$ cat src/inc/fps_regs.vh
// Register map, field positions, codes and timing counts of the front panel supervisor.
// Assumes a 50 MHz clock and a 32-bit AXI4-Lite register bus.
`ifndef FPS_REGS_VH
`define FPS_REGS_VH
`define FPS_CLK_HZ 50000000
`define FPS_DEBOUNCE_MS 5
`define FPS_DEBOUNCE_CYC ((`FPS_CLK_HZ / 1000) * `FPS_DEBOUNCE_MS)
`define FPS_SVC_IDLE_S 10
`define FPS_SVC_IDLE_CYC (`FPS_CLK_HZ * `FPS_SVC_IDLE_S)
`define FPS_HOLD_DEF_S 8'h03
`define FPS_FLASH_CYC (`FPS_CLK_HZ / 4)
`define FPS_NMI_CYC 16'h03E8
`define FPS_ADDR_CTRL 4'h0
`define FPS_ADDR_HOLD 4'h4
`define FPS_ADDR_STAT 4'h8
`define FPS_ADDR_LCD 4'hC
`define FPS_CTRL_SEC_EN 0
`define FPS_CTRL_INT_ALARM 1
`define FPS_CTRL_PWR_ALARM 2
`define FPS_CTRL_BOOT_DONE 3
`define FPS_CTRL_MODEM_OK 4
`define FPS_CTRL_MODEM_FAIL 5
`define FPS_CTRL_MODEM_ALT 6
`define FPS_CTRL_RESET 32'h0000_0000
`define FPS_CODE_RUN 16'h0000
`define FPS_CODE_STANDBY 16'h1200
`define FPS_CODE_RESET 16'h1400
`define FPS_CODE_SERVICE 16'h8888
`define FPS_CODE_MODEM_E1 16'h0F4D
`define FPS_CODE_MODEM_E2 16'h0F4E
`define FPS_CODE_BLANK 16'hFFFF
`define FPS_RESP_OKAY 2'h0
`define FPS_RESP_SLVERR 2'h2
`endif

$ cat src/design/fps_front_panel.v
// Front panel supervisor: buttons, lock sensors, tone, LEDs, LCD code and host controls.
// Assumes one 50 MHz clock, raw asynchronous pins and an AXI4-Lite master for settings.
// Functional notes
// RULE_01 - Power-on in standby turns system on
// RULE_02 - Control silences internal and power alarms
// RULE_03 - Control at boot selects EPROM image
// RULE_04 - Standby hold shows 1200 with tone
// RULE_05 - Shutdown only after full standby hold
// RULE_06 - Standby plus control cancels standby sequence
// RULE_07 - Accepted standby requests OS shutdown, timer runs
// RULE_08 - Reset hold shows 1400, reset after tone
// RULE_09 - Reset plus control cancels reset sequence
// RULE_10 - Three buttons, door unlocked, enter service
// RULE_11 - Service standby or reset pulses NMI
// RULE_12 - Service control initialises modem, shows result
// RULE_13 - Service standby plus reset resets controller
// RULE_14 - Ten idle seconds leave service mode
// RULE_15 - UPS LED green steady or flashing
// RULE_16 - UPS LED amber steady, flashing or off
// RULE_17 - Power LED green when on
// RULE_18 - Locked door with security arms alarm
// RULE_19 - Unlocking door disarms and unblanks
// RULE_20 - Token card toggles blanking, silences alarm
// RULE_21 - Violations while armed sound alarm
// RULE_22 - Lock then unlock silences alarm
// RULE_23 - Debounce every button and sensor
`timescale 1ns/10ps
`default_nettype none
`include "fps_regs.vh"
module fps_front_panel #(
  parameter DEB_CYC = `FPS_DEBOUNCE_CYC,
  parameter SEC_CYC = `FPS_CLK_HZ,
  parameter SVC_IDLE_CYC = `FPS_SVC_IDLE_CYC,
  parameter FLASH_CYC = `FPS_FLASH_CYC
) (
  input wire aclk,
  input wire aresetn,
  input wire [3:0] s_axi_awaddr,
  input wire s_axi_awvalid,
  output reg s_axi_awready,
  input wire [31:0] s_axi_wdata,
  input wire [3:0] s_axi_wstrb,
  input wire s_axi_wvalid,
  output reg s_axi_wready,
  output reg [1:0] s_axi_bresp,
  output reg s_axi_bvalid,
  input wire s_axi_bready,
  input wire [3:0] s_axi_araddr,
  input wire s_axi_arvalid,
  output reg s_axi_arready,
  output reg [31:0] s_axi_rdata,
  output reg [1:0] s_axi_rresp,
  output reg s_axi_rvalid,
  input wire s_axi_rready,
  input wire btn_power_on,
  input wire btn_standby,
  input wire btn_control,
  input wire btn_reset,
  input wire door_closed,
  input wire door_key_locked,
  input wire panel_removed,
  input wire token_card,
  input wire mains_ok,
  input wire batt_full,
  input wire batt_low,
  input wire batt_connected,
  output reg sys_power_on,
  output reg host_boot_release,
  output reg host_os_shutdown_req,
  output reg host_hw_reset,
  output reg host_nmi,
  output reg mgmt_ctrl_reset,
  output reg use_eprom_image,
  output reg modem_init_req,
  output reg [15:0] lcd_code,
  output reg tone,
  output reg alarm,
  output reg screen_blank,
  output reg keyboard_disable,
  output reg led_power_green,
  output reg led_ups_green,
  output reg led_ups_amber
);
  localparam NIN = 12;
  localparam ST_OFF = 3'h0;
  localparam ST_ON = 3'h1;
  localparam ST_SBY_HOLD = 3'h2;
  localparam ST_SBY_RUN = 3'h3;
  localparam ST_RST_HOLD = 3'h4;
  localparam ST_SERVICE = 3'h5;
  localparam ST_SVC_MCRST = 3'h6;

  // Two-flop synchronisers, then a per-input stable counter.
  reg [NIN-1:0] sync1_reg, sync2_reg, deb_reg, deb_prev_reg;
  reg [31:0] deb_cnt_reg [0:NIN-1];
  wire [NIN-1:0] raw_in = {batt_connected, batt_low, batt_full, mains_ok, token_card,
    panel_removed, door_key_locked, door_closed, btn_reset, btn_control, btn_standby,
    btn_power_on};
  integer i;
  always @(posedge aclk) begin
    sync1_reg <= raw_in;
    sync2_reg <= sync1_reg;
  end
  // RULE_23 debounce filter
  always @(posedge aclk) begin
    if (!aresetn) begin
      deb_reg <= {NIN{1'b0}};
      deb_prev_reg <= {NIN{1'b0}};
      for (i = 0; i < NIN; i = i + 1)
        deb_cnt_reg[i] <= 32'h0000_0000;
    end else begin
      deb_prev_reg <= deb_reg;
      for (i = 0; i < NIN; i = i + 1) begin
        if (sync2_reg[i] == deb_reg[i])
          deb_cnt_reg[i] <= 32'h0000_0000;
        else if (deb_cnt_reg[i] >= DEB_CYC - 1) begin
          deb_reg[i] <= sync2_reg[i];
          deb_cnt_reg[i] <= 32'h0000_0000;
        end else
          deb_cnt_reg[i] <= deb_cnt_reg[i] + 32'h0000_0001;
      end
    end
  end
  wire b_pwr = deb_reg[0];
  wire b_sby = deb_reg[1];
  wire b_ctl = deb_reg[2];
  wire b_rst = deb_reg[3];
  wire d_closed = deb_reg[4];
  wire d_locked = deb_reg[5];
  wire any_btn = |deb_reg[3:0];
  wire [NIN-1:0] rise = deb_reg & ~deb_prev_reg;
  wire [NIN-1:0] fall = ~deb_reg & deb_prev_reg;

  // Registers.
  reg [31:0] ctrl_reg;
  reg [7:0] sby_hold_reg, rst_hold_reg;
  reg [2:0] st_reg;
  reg sec_armed, sec_alarm_reg, card_unblank_reg, prev_locked_reg;

  // Bus slave: address and data may come in either order; both are latched.
  reg aw_got_reg, w_got_reg;
  reg [3:0] aw_addr_reg;
  reg [31:0] w_data_reg;
  reg [3:0] w_strb_reg;
  wire do_write = aw_got_reg && w_got_reg && !s_axi_bvalid;
  function [31:0] merge;
    input [31:0] old;
    input [31:0] nw;
    input [3:0] strb;
    integer k;
    begin
      for (k = 0; k < 4; k = k + 1)
        merge[k*8 +: 8] = strb[k] ? nw[k*8 +: 8] : old[k*8 +: 8];
    end
  endfunction
  always @(posedge aclk) begin
    if (!aresetn) begin
      s_axi_awready <= 1'b0;
      s_axi_wready <= 1'b0;
      s_axi_bvalid <= 1'b0;
      s_axi_bresp <= `FPS_RESP_OKAY;
      aw_got_reg <= 1'b0;
      w_got_reg <= 1'b0;
      aw_addr_reg <= 4'h0;
      w_data_reg <= 32'h0000_0000;
      w_strb_reg <= 4'h0;
      ctrl_reg <= `FPS_CTRL_RESET;
      sby_hold_reg <= `FPS_HOLD_DEF_S;
      rst_hold_reg <= `FPS_HOLD_DEF_S;
    end else begin
      s_axi_awready <= !aw_got_reg && s_axi_awvalid && !s_axi_awready;
      s_axi_wready <= !w_got_reg && s_axi_wvalid && !s_axi_wready;
      if (s_axi_awvalid && s_axi_awready) begin
        aw_got_reg <= 1'b1;
        aw_addr_reg <= s_axi_awaddr;
      end
      if (s_axi_wvalid && s_axi_wready) begin
        w_got_reg <= 1'b1;
        w_data_reg <= s_axi_wdata;
        w_strb_reg <= s_axi_wstrb;
      end
      if (do_write) begin
        aw_got_reg <= 1'b0;
        w_got_reg <= 1'b0;
        s_axi_bvalid <= 1'b1;
        s_axi_bresp <= `FPS_RESP_OKAY;
        case (aw_addr_reg)
          `FPS_ADDR_CTRL: ctrl_reg <= merge(ctrl_reg, w_data_reg, w_strb_reg);
          `FPS_ADDR_HOLD: begin
            if (w_strb_reg[0])
              sby_hold_reg <= w_data_reg[7:0];
            if (w_strb_reg[1])
              rst_hold_reg <= w_data_reg[15:8];
          end
          `FPS_ADDR_STAT, `FPS_ADDR_LCD: s_axi_bresp <= `FPS_RESP_OKAY;
          default: s_axi_bresp <= `FPS_RESP_SLVERR;
        endcase
      end else if (s_axi_bvalid && s_axi_bready)
        s_axi_bvalid <= 1'b0;
      // RULE_02 control press clears internal alarms
      if (st_reg != ST_SERVICE && rise[2] && !sec_armed) begin
        ctrl_reg[`FPS_CTRL_INT_ALARM] <= 1'b0;
        ctrl_reg[`FPS_CTRL_PWR_ALARM] <= 1'b0;
      end
      // RULE_16 mains failure raises the power alarm
      if (fall[8])
        ctrl_reg[`FPS_CTRL_PWR_ALARM] <= 1'b1;
    end
  end
  always @(posedge aclk) begin
    if (!aresetn) begin
      s_axi_arready <= 1'b0;
      s_axi_rvalid <= 1'b0;
      s_axi_rdata <= 32'h0000_0000;
      s_axi_rresp <= `FPS_RESP_OKAY;
    end else begin
      s_axi_arready <= s_axi_arvalid && !s_axi_arready && !s_axi_rvalid;
      if (s_axi_arvalid && s_axi_arready) begin
        s_axi_rvalid <= 1'b1;
        s_axi_rresp <= `FPS_RESP_OKAY;
        case (s_axi_araddr)
          `FPS_ADDR_CTRL: s_axi_rdata <= ctrl_reg;
          `FPS_ADDR_HOLD: s_axi_rdata <= {16'h0000, rst_hold_reg, sby_hold_reg};
          `FPS_ADDR_STAT: s_axi_rdata <= {16'h0000, deb_reg, 1'b0, st_reg};
          `FPS_ADDR_LCD: s_axi_rdata <= {16'h0000, lcd_code};
          default: begin
            s_axi_rdata <= 32'h0000_0000;
            s_axi_rresp <= `FPS_RESP_SLVERR;
          end
        endcase
      end else if (s_axi_rvalid && s_axi_rready)
        s_axi_rvalid <= 1'b0;
    end
  end

  // Security: armed while enabled, door closed and key-locked.
  wire sec_cond = ctrl_reg[`FPS_CTRL_SEC_EN] && d_closed && d_locked;
  always @(posedge aclk) begin
    if (!aresetn) begin
      sec_armed <= 1'b0;
      sec_alarm_reg <= 1'b0;
      card_unblank_reg <= 1'b0;
      prev_locked_reg <= 1'b0;
    end else begin
      // RULE_18 arm on locked door
      sec_armed <= sec_cond;
      prev_locked_reg <= d_locked;
      if (!sec_cond)
        card_unblank_reg <= 1'b0;
      // RULE_20 token toggles blanking
      else if (rise[7])
        card_unblank_reg <= ~card_unblank_reg;
      // RULE_19 RULE_22 key unlock silences
      if (prev_locked_reg && !d_locked)
        sec_alarm_reg <= 1'b0;
      else if (sec_armed && rise[7])
        sec_alarm_reg <= 1'b0;
      // RULE_21 violations set alarm
      else if (sec_armed && (!d_closed || rise[6] || (|rise[3:0])))
        sec_alarm_reg <= 1'b1;
      else if (sec_armed && deb_reg[6])
        sec_alarm_reg <= 1'b1;
    end
  end

  // Main sequencer.
  reg [31:0] tmr_reg;
  reg [7:0] sec_cnt_reg;
  reg [15:0] nmi_cnt_reg;
  reg combo_seen_reg;
  wire sec_tick = (tmr_reg >= SEC_CYC - 1);
  wire sby_cancel = b_sby && b_ctl;
  wire rst_cancel = b_rst && b_ctl;
  always @(posedge aclk) begin
    if (!aresetn) begin
      st_reg <= ST_OFF;
      tmr_reg <= 32'h0000_0000;
      sec_cnt_reg <= 8'h00;
      nmi_cnt_reg <= 16'h0000;
      combo_seen_reg <= 1'b0;
      sys_power_on <= 1'b0;
      host_boot_release <= 1'b0;
      host_os_shutdown_req <= 1'b0;
      host_hw_reset <= 1'b0;
      host_nmi <= 1'b0;
      mgmt_ctrl_reset <= 1'b0;
      use_eprom_image <= 1'b0;
      modem_init_req <= 1'b0;
      lcd_code <= `FPS_CODE_RUN;
    end else begin
      tmr_reg <= sec_tick ? 32'h0000_0000 : tmr_reg + 32'h0000_0001;
      host_hw_reset <= 1'b0;
      modem_init_req <= 1'b0;
      mgmt_ctrl_reset <= 1'b0;
      // RULE_03 control at boot end picks EPROM
      if (rise[2] == 1'b0 && b_ctl && ctrl_reg[`FPS_CTRL_BOOT_DONE] && !use_eprom_image &&
          st_reg == ST_ON && sec_cnt_reg == 8'h00)
        use_eprom_image <= 1'b1;
      // RULE_11 NMI pulse width
      if (nmi_cnt_reg != 16'h0000) begin
        nmi_cnt_reg <= nmi_cnt_reg - 16'h0001;
        host_nmi <= (nmi_cnt_reg != 16'h0001);
      end
      // RULE_12 modem result code
      if (do_write && aw_addr_reg == `FPS_ADDR_CTRL) begin
        if (w_data_reg[`FPS_CTRL_MODEM_OK])
          lcd_code <= `FPS_CODE_RUN;
        else if (w_data_reg[`FPS_CTRL_MODEM_FAIL])
          lcd_code <= w_data_reg[`FPS_CTRL_MODEM_ALT] ? `FPS_CODE_MODEM_E2 : `FPS_CODE_MODEM_E1;
      end
      case (st_reg)
        ST_OFF: begin
          // RULE_01 power-on from standby
          if (rise[0]) begin
            st_reg <= ST_ON;
            sys_power_on <= 1'b1;
            host_boot_release <= 1'b1;
            lcd_code <= `FPS_CODE_RUN;
          end
        end
        ST_ON: begin
          tmr_reg <= 32'h0000_0000;
          sec_cnt_reg <= 8'h00;
          combo_seen_reg <= 1'b0;
          // RULE_10 enter service mode
          if (b_sby && b_ctl && b_rst && !d_locked) begin
            st_reg <= ST_SERVICE;
            lcd_code <= `FPS_CODE_SERVICE;
          end else if (rise[1] && !b_ctl && !b_rst && !sec_armed) begin
            // RULE_04 standby hold code
            st_reg <= ST_SBY_HOLD;
            lcd_code <= `FPS_CODE_STANDBY;
          end else if (rise[3] && !b_ctl && !b_sby && !sec_armed) begin
            // RULE_08 reset hold code
            st_reg <= ST_RST_HOLD;
            lcd_code <= `FPS_CODE_RESET;
          end else if (rise[2] && !sec_armed)
            lcd_code <= `FPS_CODE_RUN;
        end
        ST_SBY_HOLD: begin
          if (sec_tick)
            sec_cnt_reg <= sec_cnt_reg + 8'h01;
          // RULE_06 cancel standby
          if (sby_cancel || !b_sby) begin
            st_reg <= ST_ON;
            lcd_code <= `FPS_CODE_RUN;
          end else if (sec_cnt_reg >= sby_hold_reg) begin
            // RULE_05 RULE_07 accepted, ask OS to shut down
            st_reg <= ST_SBY_RUN;
            host_os_shutdown_req <= 1'b1;
            sec_cnt_reg <= 8'h00;
          end
        end
        ST_SBY_RUN: begin
          // RULE_07 timer keeps running regardless of host
          if (sec_tick)
            sec_cnt_reg <= sec_cnt_reg + 8'h01;
          if (sec_cnt_reg >= sby_hold_reg) begin
            st_reg <= ST_OFF;
            sys_power_on <= 1'b0;
            host_boot_release <= 1'b0;
            host_os_shutdown_req <= 1'b0;
            use_eprom_image <= 1'b0;
          end
        end
        ST_RST_HOLD: begin
          if (sec_tick)
            sec_cnt_reg <= sec_cnt_reg + 8'h01;
          // RULE_09 cancel reset
          if (rst_cancel || !b_rst) begin
            st_reg <= ST_ON;
            lcd_code <= `FPS_CODE_RUN;
          end else if (sec_cnt_reg >= rst_hold_reg) begin
            st_reg <= ST_ON;
            host_hw_reset <= 1'b1;
          end
        end
        ST_SERVICE: begin
          tmr_reg <= any_btn ? 32'h0000_0000 : tmr_reg + 32'h0000_0001;
          // RULE_14 idle exit
          if (!any_btn && tmr_reg >= SVC_IDLE_CYC - 1) begin
            st_reg <= ST_ON;
            lcd_code <= `FPS_CODE_RUN;
          end else if (b_sby && b_rst && !b_ctl) begin
            // RULE_13 clear LCD, reset on release
            lcd_code <= `FPS_CODE_BLANK;
            st_reg <= ST_SVC_MCRST;
          end else if (any_btn == 1'b0 && combo_seen_reg) begin
            combo_seen_reg <= 1'b0;
          end else if (!any_btn) begin
            combo_seen_reg <= 1'b0;
          end else if (!combo_seen_reg && (b_sby ^ b_rst) && !b_ctl) begin
            // RULE_11 assert then release NMI
            combo_seen_reg <= 1'b1;
            host_nmi <= 1'b1;
            nmi_cnt_reg <= `FPS_NMI_CYC;
          end else if (!combo_seen_reg && b_ctl && !b_sby && !b_rst) begin
            // RULE_12 start modem initialisation
            combo_seen_reg <= 1'b1;
            modem_init_req <= 1'b1;
          end
        end
        ST_SVC_MCRST: begin
          tmr_reg <= 32'h0000_0000;
          if (!b_sby && !b_rst) begin
            mgmt_ctrl_reset <= 1'b1;
            st_reg <= ST_ON;
          end
        end
        default: st_reg <= ST_OFF;
      endcase
    end
  end

  // LEDs, tone and security outputs.
  reg [31:0] flash_cnt_reg;
  reg flash_reg;
  always @(posedge aclk) begin
    if (!aresetn) begin
      flash_cnt_reg <= 32'h0000_0000;
      flash_reg <= 1'b0;
      tone <= 1'b0;
      alarm <= 1'b0;
      screen_blank <= 1'b0;
      keyboard_disable <= 1'b0;
      led_power_green <= 1'b0;
      led_ups_green <= 1'b0;
      led_ups_amber <= 1'b0;
    end else begin
      if (flash_cnt_reg >= FLASH_CYC - 1) begin
        flash_cnt_reg <= 32'h0000_0000;
        flash_reg <= ~flash_reg;
      end else
        flash_cnt_reg <= flash_cnt_reg + 32'h0000_0001;
      // RULE_04 RULE_08 tone during hold
      tone <= (st_reg == ST_SBY_HOLD) || (st_reg == ST_RST_HOLD);
      // RULE_02 RULE_16 alarm sources
      alarm <= sec_alarm_reg || ctrl_reg[`FPS_CTRL_INT_ALARM] ||
        ctrl_reg[`FPS_CTRL_PWR_ALARM];
      // RULE_18 RULE_19 RULE_20 blanking
      screen_blank <= sec_cond && !card_unblank_reg;
      keyboard_disable <= sec_cond && !card_unblank_reg;
      // RULE_17 power LED
      led_power_green <= sys_power_on;
      // RULE_15 RULE_16 UPS LED
      led_ups_green <= deb_reg[11] && deb_reg[8] && (deb_reg[9] || flash_reg);
      led_ups_amber <= deb_reg[11] && !deb_reg[8] && (!deb_reg[10] || flash_reg);
    end
  end
endmodule
`default_nettype wire

$ cat config.mk
export PLATFORM = sky130hd
export DESIGN_NAME = fps_front_panel
export DESIGN_NICKNAME = d
export VERILOG_FILES = /design/src/design/fps_front_panel.v
export VERILOG_INCLUDE_DIRS = /design/src /design/src/inc
export SDC_FILE = /design/constraint.sdc
export NUM_CORES = 1
export LEC_CHECK = 0
export BUFFER_PORTS_ARGS = -buffer_cell sky130_fd_sc_hd__buf_2
export CAP_MARGIN = 10
export CORE_ASPECT_RATIO = 2
export CORE_MARGIN = 2
export CORE_UTILIZATION = 56
export CTS_CLUSTER_SIZE = 30
export DETAILED_ROUTE_END_ITERATION = 10
export PLACE_DENSITY = 0.81
export SLEW_MARGIN = 20
export SYNTH_ARGS = -nofsm -noshare
export SYNTH_HDL_FRONTEND = slang
export SYNTH_SLANG_ARGS = --single-unit
$ cat constraint.sdc
create_clock -name aclk -period 2.4 [get_ports aclk]
set_clock_uncertainty 0.05 [all_clocks]
set_input_delay 0.36 -clock aclk [delete_from_list [all_inputs] [get_ports aclk]]
set_output_delay 0.36 -clock aclk [all_outputs]
set_load 0.05 [all_outputs]
==> flow_summary.json, run 1 <==
{
  "fin_cells": 4230,
  "rows": 118,
  "min_period_ns": 2.35,
  "wire_per_inst_um": 15.5,
  "grt.busiest_layer": "met2",
  "synth_area_sq_um": 29300,
  "max_stage_delay_ns": 0.54,
  "multi_input_area_sq_um": 13500,
  "grt_use_met2_pct": 45.9,
  "tightest_slew_ns": 0.833,
  "grt_pass1_wl_um": 106000,
  "cts_tree": "built",
  "path_clk_slew_ns": 0.07,
  "ys_warn_count": 0,
  "routed_wl_um": 65700,
  "via_per_inst": 5.23,
  "cp.arrival_ns": 2.79,
  "crit_path_top_delay_cell": "dfxtp_1",
  "path_max_fanout": 9,
  "hold_viol": 0,
  "gr-total-overflow": 0,
  "drc": 0,
  "firstDrtPassIters": 5,
  "ys_types": 80,
  "critPathRequiredTime_ns": 2.84,
  "grt_use_total_pct": 24.0,
  "num_vias": 22100,
  "peakVddDrop_mv": 0.937,
  "gp_congestion": 0.964,
  "worstSkewPairLatency_ns": 0.62,
  "initial_utilization_pct": 56.6,
  "slew_headroom_pct": 44.1,
  "synth.ff_latch_count": 681,
  "nNetsFinal": 3619,
  "htreeDepth": 2,
  "grt_util_met1_pct": 24.7,
  "die_area_sq_um": 54300,
  "cts_made_buffers": 58,
  "synth_cells": 2709,
  "slew_viol_final": 0,
  "period_share_pct": 97.8,
  "largest_reg_flops": 384,
  "ant_nets": 0,
  "maxCapViolations": 0,
  "cp-start-kind": "flop",
  "fin_setup_tns_ns": 0,
  "synth-edff-count": 384,
  "drt_iter0_markers": 1250,
  "endpoint_kind": "flop",
  "status": "finished clean",
  "hpwl_um": 46400,
  "regArea_sq_um": 17500,
  "grt_max_degree": 77,
  "port_buffers": 132,
  "post_dp_cell_area_sq_um": 33300,
  "stdcell_area_sq_um": 36000,
  "dp_cells": 4062,
  "critPathTopFamily": "compound AO/OA/AOI/OAI gates",
  "syn_avg_cell_area_sq_um": 10.8,
  "powerDensity_nw_per_um2": 717,
  "yosys_most_used_dff": "edfxtp_1",
  "nFillCells": 3782,
  "die_w_um": 166,
  "hold_path_class": "input port to flop",
  "drive_gt1_share_pct": 10.3,
  "synth_seq_area_share_pct": 59.6,
  "areaGrowthSynthToFinish_pct": 22.9,
  "critPathKind": "flop to flop",
  "antenna_found_initial": 0,
  "dieHeight_um": 328,
  "setup_violations": 0,
  "cts-root-buf": "clkbuf_16",
  "clock_sinks": 681,
  "cts_buffer_depth": 3,
  "crit_buf_inv": 1,
  "grt_pass1_vias": 22500,
  "whs_ns": 0.0266,
  "final_util_pct": 69.6,
  "crit_chain": "ha_1 -> and3_1 -> a221oi_1 -> buf_4 -> a31oi_2 -> and3_4 -> o221a_1",
  "layout_commonest_cell": "conb_1",
  "ys_async_sr_fraction_pct": 0,
  "fmax_mhz": 426,
  "p_leak_nw": 14.2,
  "final_cell_mix": "562 x conb_1, 384 x edfxtp_1, 378 x nor2_1",
  "coreArea_sq_um": 51800,
  "ios": 135,
  "grt_use_met3_pct": 3.46
}
[worst paths after layout]
| kind | cells after the start | startpoint | to | slack (ns) |
|---|---|---|---|---|
| min | 3 | s_axi_wdata[1] | w_data_reg[1]$_SDFFE_PN0P_ | 0.03 |
| min reg2reg | 0 | sync1_reg[8]$_DFF_P_ | sync2_reg[8]$_DFF_P_ | 0.28 |
| max reg2reg | 7 | sec_cnt_reg[5]$_SDFFE_PN0P_ | st_reg[2]$_SDFFE_PN0P_ | 0.05 |
| max | 7 | sec_cnt_reg[5]$_SDFFE_PN0P_ | st_reg[2]$_SDFFE_PN0P_ | 0.05 |
[worst min-delay path, delay by kind of cell]
kind | cells | cell delay, ns
buf+inv | 1 | 0.13
compound gates | 1 | 0.07
simple gates | 1 | 0.07
[final cells by class]
cell class,count,share of cell area [%]
Sequential cell,681,48.5
Multi-Input combinational cell,2427,37.3
Clock inverter,26,0.746
Clock buffer,84,4.86
Tap cell,660,2.29
Inverter,65,0.677
Antenna cell,1,0.00694
Timing Repair Buffer,286,5.58
[stage by stage]
stage | power, W | worst slack [ns]
floorplan | 0.0153 | 0.0364
global placement | 0.0160 | 0.123
detailed placement | 0.0161 | 0.0584
CTS | 0.0259 | 0.0308
global route | 0.0268 | -0.0392
finish | 0.0258 | 0.0539
[where the power goes]
| group | leakage (nW) | internal [W] | switching (W) |
|---|---|---|---|
| Clock | 0.989 | 0.00561 | 0.00420 |
| Combinational | 6.90 | 0.00105 | 0.00157 |
| Sequential | 6.29 | 0.0129 | 0.000470 |
[logic make-up after synthesis]
kind of cell,share of synthesized area [%]
AO/OA/AOI/OAI,8.33
buffers and inverters,2.17
XOR/XNOR,7.79
flip-flops,59.6
other,0.0256
AND/OR/NAND/NOR,19.6
multiplexers,0.955
adder cells (fa/ha/maj),1.58
[cells in the mapped netlist (all sizes together) (6+ instances only)]
cell type	instances	area (sq um)
nor2b	25	156
o211ai	9	67.6
xnor2	97	850
ha	37	463
or2	6	37.5
dfxtp	297	5950
edfxtp	384	11500
and4	12	105
nor2	378	1420
a221oi	17	149
a31oi	26	163
a22o	18	158
nand4	58	363
a311o	8	80.1
a21boi	107	803
o21ai	39	199
and2	29	181
mux2i	28	280
a21oi	32	160
nand3	173	866
o21a	7	60.1
or3	7	43.8
o41ai	14	130
nor4	63	422
nor3	35	180
nand2	299	1120
nand4b	7	61.3
clkbuf	87	327
inv	65	244
buf	9	65.1
and3	75	469
xor2	164	1440
a21o	12	90.1
nand2b	12	75.1
[per-layer routing]
layer	routed length [um]	vias up
met2	35500	638
met5	0	-
met1	23400	10500
li1	-	10700
met3	2980	228
met4	3820	0
[what timing repair did]
item / in CTS / in global routing
endpoints found under the setup margin: 0 / 134
resized for setup: 0 / 22
setup buffers: 0 / 3
hold buffers: 54 / 0
hold endpoints to repair: 54 / 0
Power figures use the tool's default switching activity.
==> run 2, diff against run 1 <==
--- a/config.mk
+++ b/config.mk
@@ -8,12 +8,14 @@
 export LEC_CHECK = 0
 export BUFFER_PORTS_ARGS = -buffer_cell sky130_fd_sc_hd__buf_2
 export CAP_MARGIN = 10
+export CELL_PAD_IN_SITES_DETAIL_PLACEMENT = 1
+export CELL_PAD_IN_SITES_GLOBAL_PLACEMENT = 1
 export CORE_ASPECT_RATIO = 2
 export CORE_MARGIN = 2
-export CORE_UTILIZATION = 56
+export CORE_UTILIZATION = 45
 export CTS_CLUSTER_SIZE = 30
 export DETAILED_ROUTE_END_ITERATION = 10
-export PLACE_DENSITY = 0.81
+export PLACE_DENSITY = 0.8
 export SLEW_MARGIN = 20
 export SYNTH_ARGS = -nofsm -noshare
 export SYNTH_HDL_FRONTEND = slang
==> run 2 against run 1 <==
Clock power about the same; via count increased by 2.7%; register-to-register slack about the same; global-route usage decreased by 0.21 points; utilization fell by 13 points; die area is 24% higher; critical path depth is 1 higher; first-iteration DRC count fell by 28%; sequential cell count unchanged; largest power group unchanged; sequential share of layout area down 0.76 points.
==> flow_summary.json, run 2 (same netlist as run 1, synthesis figures left out) <==
{
  "critPathTopFamily": "compound AO/OA/AOI/OAI gates",
  "drive_gt1_share_pct": 11.0,
  "fin_setup_tns_ns": 0,
  "status": "finished clean",
  "coreArea_sq_um": 64600,
  "firstDrtPassIters": 5,
  "setup_violations": 0,
  "peakVddDrop_mv": 0.582,
  "rows": 132,
  "grt_use_total_pct": 23.8,
  "ant_nets": 0,
  "layout_commonest_cell": "conb_1",
  "antenna_found_initial": 4,
  "ios": 135,
  "grt_max_degree": 60,
  "largest_reg_flops": 384,
  "dp_cells": 4292,
  "slew_viol_final": 0,
  "critPathKind": "flop to flop",
  "hpwl_um": 57300,
  "wire_per_inst_um": 17.7,
  "worstSkewPairLatency_ns": 0.63,
  "period_share_pct": 98.0,
  "endpoint_kind": "flop",
  "powerDensity_nw_per_um2": 718,
  "clock_sinks": 681,
  "final_cell_mix": "562 x conb_1, 384 x edfxtp_1, 377 x nor2_1",
  "grt_pass1_vias": 25400,
  "path_max_fanout": 8,
  "maxCapViolations": 0,
  "routed_wl_um": 79300,
  "nNetsFinal": 3651,
  "grt_pass1_wl_um": 127000,
  "cp.arrival_ns": 2.79,
  "cts-root-buf": "clkbuf_16",
  "gr-total-overflow": 0,
  "die_w_um": 185,
  "tightest_slew_ns": 0.751,
  "fmax_mhz": 425,
  "path_clk_slew_ns": 0.07,
  "crit_path_top_delay_cell": "edfxtp_1",
  "crit_chain": "ha_1 -> and3_1 -> o41ai_2 -> nand2_1 -> a21o_1 -> a311o_1 -> buf_4 -> nor2_1",
  "whs_ns": 0.0999,
  "p_leak_nw": 14.3,
  "slew_headroom_pct": 49.5,
  "die_area_sq_um": 67400,
  "critPathRequiredTime_ns": 2.83,
  "htreeDepth": 2,
  "crit_buf_inv": 1,
  "num_vias": 22700,
  "hold_path_class": "input port to flop",
  "hold_viol": 0,
  "drc": 0,
  "max_stage_delay_ns": 0.43,
  "dieHeight_um": 365,
  "areaGrowthSynthToFinish_pct": 24.8,
  "initial_utilization_pct": 45.4,
  "via_per_inst": 5.08,
  "fin_cells": 4477,
  "cts_made_buffers": 59,
  "gp_congestion": 0.894,
  "cp-start-kind": "flop",
  "min_period_ns": 2.35,
  "drt_iter0_markers": 902,
  "cts_buffer_depth": 3,
  "port_buffers": 132,
  "cts_tree": "built"
}
-- run 2: cell types whose count changed in the layout (fill, tap and decap cells not counted), moves of 3 or more --
| cell | before | now |
|---|---|---|
| dlygate4sd3_1 | 54 | 58 |
| diode_2 | 1 | 4 |
| clkinv_2 | 12 | 6 |
| a311o_2 | 0 | 3 |
| buf_4 | 95 | 119 |
| inv_6 | 0 | 4 |
| clkinv_4 | 2 | 6 |
-- run 2: final cells by class --
type	instances	area, sq um
fillers	7204	28000
flip-flops and latches	681	17500
multi-input cells	2430	13500
repair buffers	314	2230
clock buffers	80	1690
well taps	871	1090
clock inverters	32	360
inverters	65	244
diodes	4	10.0
-- run 2: per-layer routing --
metal	vias to the layer above	global-route usage, %	share of wire, %
met4	0	14.5	6.1
met5	-	0	0
li1	10800	-	-
met1	11200	23.3	35
met2	458	46.6	56
met3	247	2.96	3.2
-- run 2: timing repair --
| item | 4_1_cts | 5_1_grt |
|---|---|---|
| buffers inserted | 0 | 8 |
| hold buffers | 58 | 0 |
| pin swaps | 1 | 4 |
| resized for setup | 7 | 22 |
| gates cloned | 1 | 2 |
| endpoints found under the hold margin | 58 | 0 |
| endpoints found under the setup margin | 37 | 161 |
-- run 2: where the power goes --
part / switching, W / internal [W]
combinational: 0.00172 / 0.00109
sequential: 0.000473 / 0.0129
clock: 0.00446 / 0.00563
-- run 2: path summary, 6_finish.rpt --
kind,start,depth (start not counted),to,slack [ns]
worst max-delay path,deb_cnt_reg[0][1]$_SDFFCE_PN0P_,8,deb_cnt_reg[0][2]$_SDFFCE_PN0P_,0.05
worst min-delay path,aresetn,2,sby_hold_reg[1]$_SDFFE_PN1P_,0.1
worst max register to register,deb_cnt_reg[0][1]$_SDFFCE_PN0P_,8,deb_cnt_reg[0][2]$_SDFFCE_PN0P_,0.05
worst min register to register,sync1_reg[5]$_DFF_P_,0,sync2_reg[5]$_DFF_P_,0.26
-- run 2: metrics by stage --
step,utilization [%],power [W],area [sq um],setup slack [ns]
floorplan,-,0.0153,31400,0.0364
global placement,52.2,0.0160,33700,-0.00172
detailed placement,52.2,0.0162,33700,-0.164
CTS,56.4,0.0264,36400,0.00557
global route,56.7,0.0273,36600,-0.0392
finish,56.7,0.0263,36600,0.0471
==> run 3, diff against run 2 <==
--- a/config.mk
+++ b/config.mk
@@ -15,6 +15,7 @@
 export CORE_UTILIZATION = 45
 export CTS_CLUSTER_SIZE = 30
 export DETAILED_ROUTE_END_ITERATION = 10
+export GPL_TIMING_DRIVEN = 0
 export PLACE_DENSITY = 0.8
 export SLEW_MARGIN = 20
 export SYNTH_ARGS = -nofsm -noshare
==> run 3 against run 2 <==
The run now ends with negative setup slack left; maximum frequency decreased by 4.1%; critical path depth unchanged; sequential cell count unchanged; clock power about the same; worst setup slack got worse by 0.10 ns; first-iteration DRC count increased by 23%; largest power group unchanged; highest routed layer unchanged; sequential power about the same; via count increased by 1.4%; die area unchanged; count of clock-buffer cells in the layout increased by 13.
==> flow_summary.json, run 3 (same netlist as run 1, synthesis figures left out) <==
{
  "failed_checks": "negative setup slack",
  "ant_nets": 0,
  "grt_pass1_vias": 25400,
  "grt_max_degree": 16,
  "place_ws_ns": -1.68,
  "grt_pass1_wl_um": 131000,
  "port_buffers": 131,
  "slew_viol_final": 0,
  "combPwrFrac_pct": 11.3,
  "grt_use_total_pct": 25.1,
  "period_share_pct": 102,
  "slew_headroom_pct": 40.7,
  "max_stage_delay_ns": 0.42,
  "largest_reg_flops": 384,
  "final_cell_mix": "562 x conb_1, 384 x edfxtp_1, 340 x nor2_1",
  "holdPathEnd": "w_data_reg[10]$_SDFFE_PN0P_",
  "fmax_mhz": 408,
  "drt_iter0_markers": 1113,
  "reg2reg_slack_ns": -0.05,
  "nNetsFinal": 3675,
  "cts_buffer_depth": 3,
  "p_leak_nw": 14.3,
  "switchingPower_w": 0.00668,
  "areaGrowthSynthToFinish_pct": 26.1,
  "crit_buf_inv": 1,
  "reg2reg_from": "deb_cnt_reg[1][97]$_SDFFCE_PN0P_",
  "via_per_inst": 5.12,
  "status": "finished, violations left",
  "crit_path_top_delay_cell": "edfxtp_1",
  "hold_path_class": "input port to flop",
  "ios": 135,
  "cts-root-buf": "clkbuf_16",
  "hpwl_um": 62000,
  "die_area_sq_um": 67400,
  "pwr-share-clk_pct": 37.4,
  "die_w_um": 185,
  "min_period_ns": 2.45,
  "drive_gt1_share_pct": 12.4,
  "final_util_pct": 57.3,
  "dp_cells": 4271,
  "path_max_fanout": 5,
  "rows": 132,
  "antenna_found_initial": 1,
  "whs_ns": 0.0204,
  "worstRegToRegCells": 8,
  "gr-total-overflow": 0,
  "holdPathStages": 3,
  "timing.rr.end": "deb_cnt_reg[1][110]$_SDFFCE_PN0P_",
  "tightest_slew_ns": 0.889,
  "coreArea_sq_um": 64600,
  "critPathRequiredTime_ns": 2.83,
  "hold_viol": 0,
  "cts_tree": "built",
  "powerDensity_nw_per_um2": 706,
  "endpoint_kind": "flop",
  "maxCapViolations": 0,
  "worstHoldStart": "s_axi_wdata[10]",
  "firstDrtPassIters": 5,
  "num_vias": 23000,
  "swShare_pct": 25.6,
  "cts_made_buffers": 60,
  "nFillCells": 7237,
  "gp_congestion": 0.942,
  "cp.arrival_ns": 2.88,
  "layout_commonest_cell": "conb_1",
  "dieHeight_um": 365,
  "setup_violations": 14,
  "p_int_w": 0.0194,
  "wire_per_inst_um": 19.1,
  "drc": 0,
  "worstSkewPairLatency_ns": 0.64,
  "pwr-share-seq_pct": 51.3,
  "routed_wl_um": 86000,
  "setup_ws_ns": -0.0535,
  "critPathKind": "flop to flop",
  "total_power_w": 0.0261,
  "initial_utilization_pct": 45.4,
  "path_clk_slew_ns": 0.07,
  "htreeDepth": 2,
  "clock_sinks": 681,
  "rsz0062_at_grt": "true",
  "fin_cells": 4500,
  "peakVddDrop_mv": 0.610,
  "critPathTopFamily": "compound AO/OA/AOI/OAI gates",
  "cp-start-kind": "flop",
  "crit_chain": "ha_2 -> and3_4 -> o41ai_4 -> a21boi_1 -> o211ai_1 -> nand4_1 -> buf_6 -> nor2_1"
}
## run 3: tightest hold or removal path, stage by stage
cell and delay (ns):
buf_2 0.12, nand2_1 0.07, a21boi_0 0.09
## run 3: power by group through the flow
stage | Combinational, W | Sequential [W] | Clock, W
6_report | 0.00294 | 0.0134 | 0.00976
4_1_cts | 0.00268 | 0.0134 | 0.00999
3_5_place_dp | 0.00245 | 0.0136 | 0
2_1_floorplan | 0.00171 | 0.0136 | 0
3_3_place_gp | 0.00237 | 0.0136 | 0
5_1_grt | 0.00321 | 0.0135 | 0.0104
## run 3: cell type report
class / instances / area [sq um] / share of cell area (%)
multi-input combinational: 2427 / 14000 / 37.8
tap: 871 / 1090 / 2.95
antenna: 2 / 5.00 / 0.0135
sequential: 681 / 17500 / 47.3
buffer: 84 / 450 / 1.22
timing repair buffer: 256 / 1760 / 4.77
inverter: 65 / 244 / 0.659
clock inverter: 21 / 193 / 0.521
clock buffer: 93 / 1770 / 4.78
## run 3: metal layers
metal | GRT usage, % | up-vias | wire length, um
met3 | 3.67 | 285 | 3050
met2 | 49.6 | 500 | 48000
met4 | 16.5 | 0 | 5900
li1 | - | 10800 | -
met1 | 23.2 | 11400 | 29000
met5 | 0 | - | 0
## run 3: through the flow
stage	TNS (ns)	instance area [sq um]
6_report	-0.276	37000
5_1_grt	-3.51	37000
4_1_cts	0	36200
3_5_place_dp	-404.68	33200
3_3_place_gp	-362.05	33200
2_1_floorplan	0	31400
## run 3: worst max-delay path by stage
stage	slack [ns]	startpoint	end	depth (start not counted)
6_report	-0.05	deb_cnt_reg[1][97]$_SDFFCE_PN0P_	deb_cnt_reg[1][110]$_SDFFCE_PN0P_	8
5_1_grt	-0.11	deb_cnt_reg[0][96]$_SDFFCE_PN0P_	deb_cnt_reg[0][110]$_SDFFCE_PN0P_	8
4_1_cts	0.0002	deb_cnt_reg[1][33]$_SDFFCE_PN0P_	deb_cnt_reg[1][45]$_SDFFCE_PN0P_	8
3_5_place_dp	-1.68	aresetn	host_boot_release$_SDFFE_PN0P_	6
3_3_place_gp	-1.58	aresetn	host_os_shutdown_req$_SDFFE_PN0P_	6
2_1_floorplan	0.04	deb_cnt_reg[1][0]$_SDFFCE_PN0P_	deb_cnt_reg[1][10]$_SDFFCE_PN0P_	10
## run 3: what timing repair did
| item | in CTS | in global routing |
|---|---|---|
| hold endpoints to repair | 55 | 0 |
| setup endpoints to repair | 453 | 294 |
| cloned | 1 | 3 |
| resized for setup | 88 | 132 |
| hold buffers | 54 | 0 |
| buffers inserted | 34 | 33 |
| pin swaps | 28 | 47 |
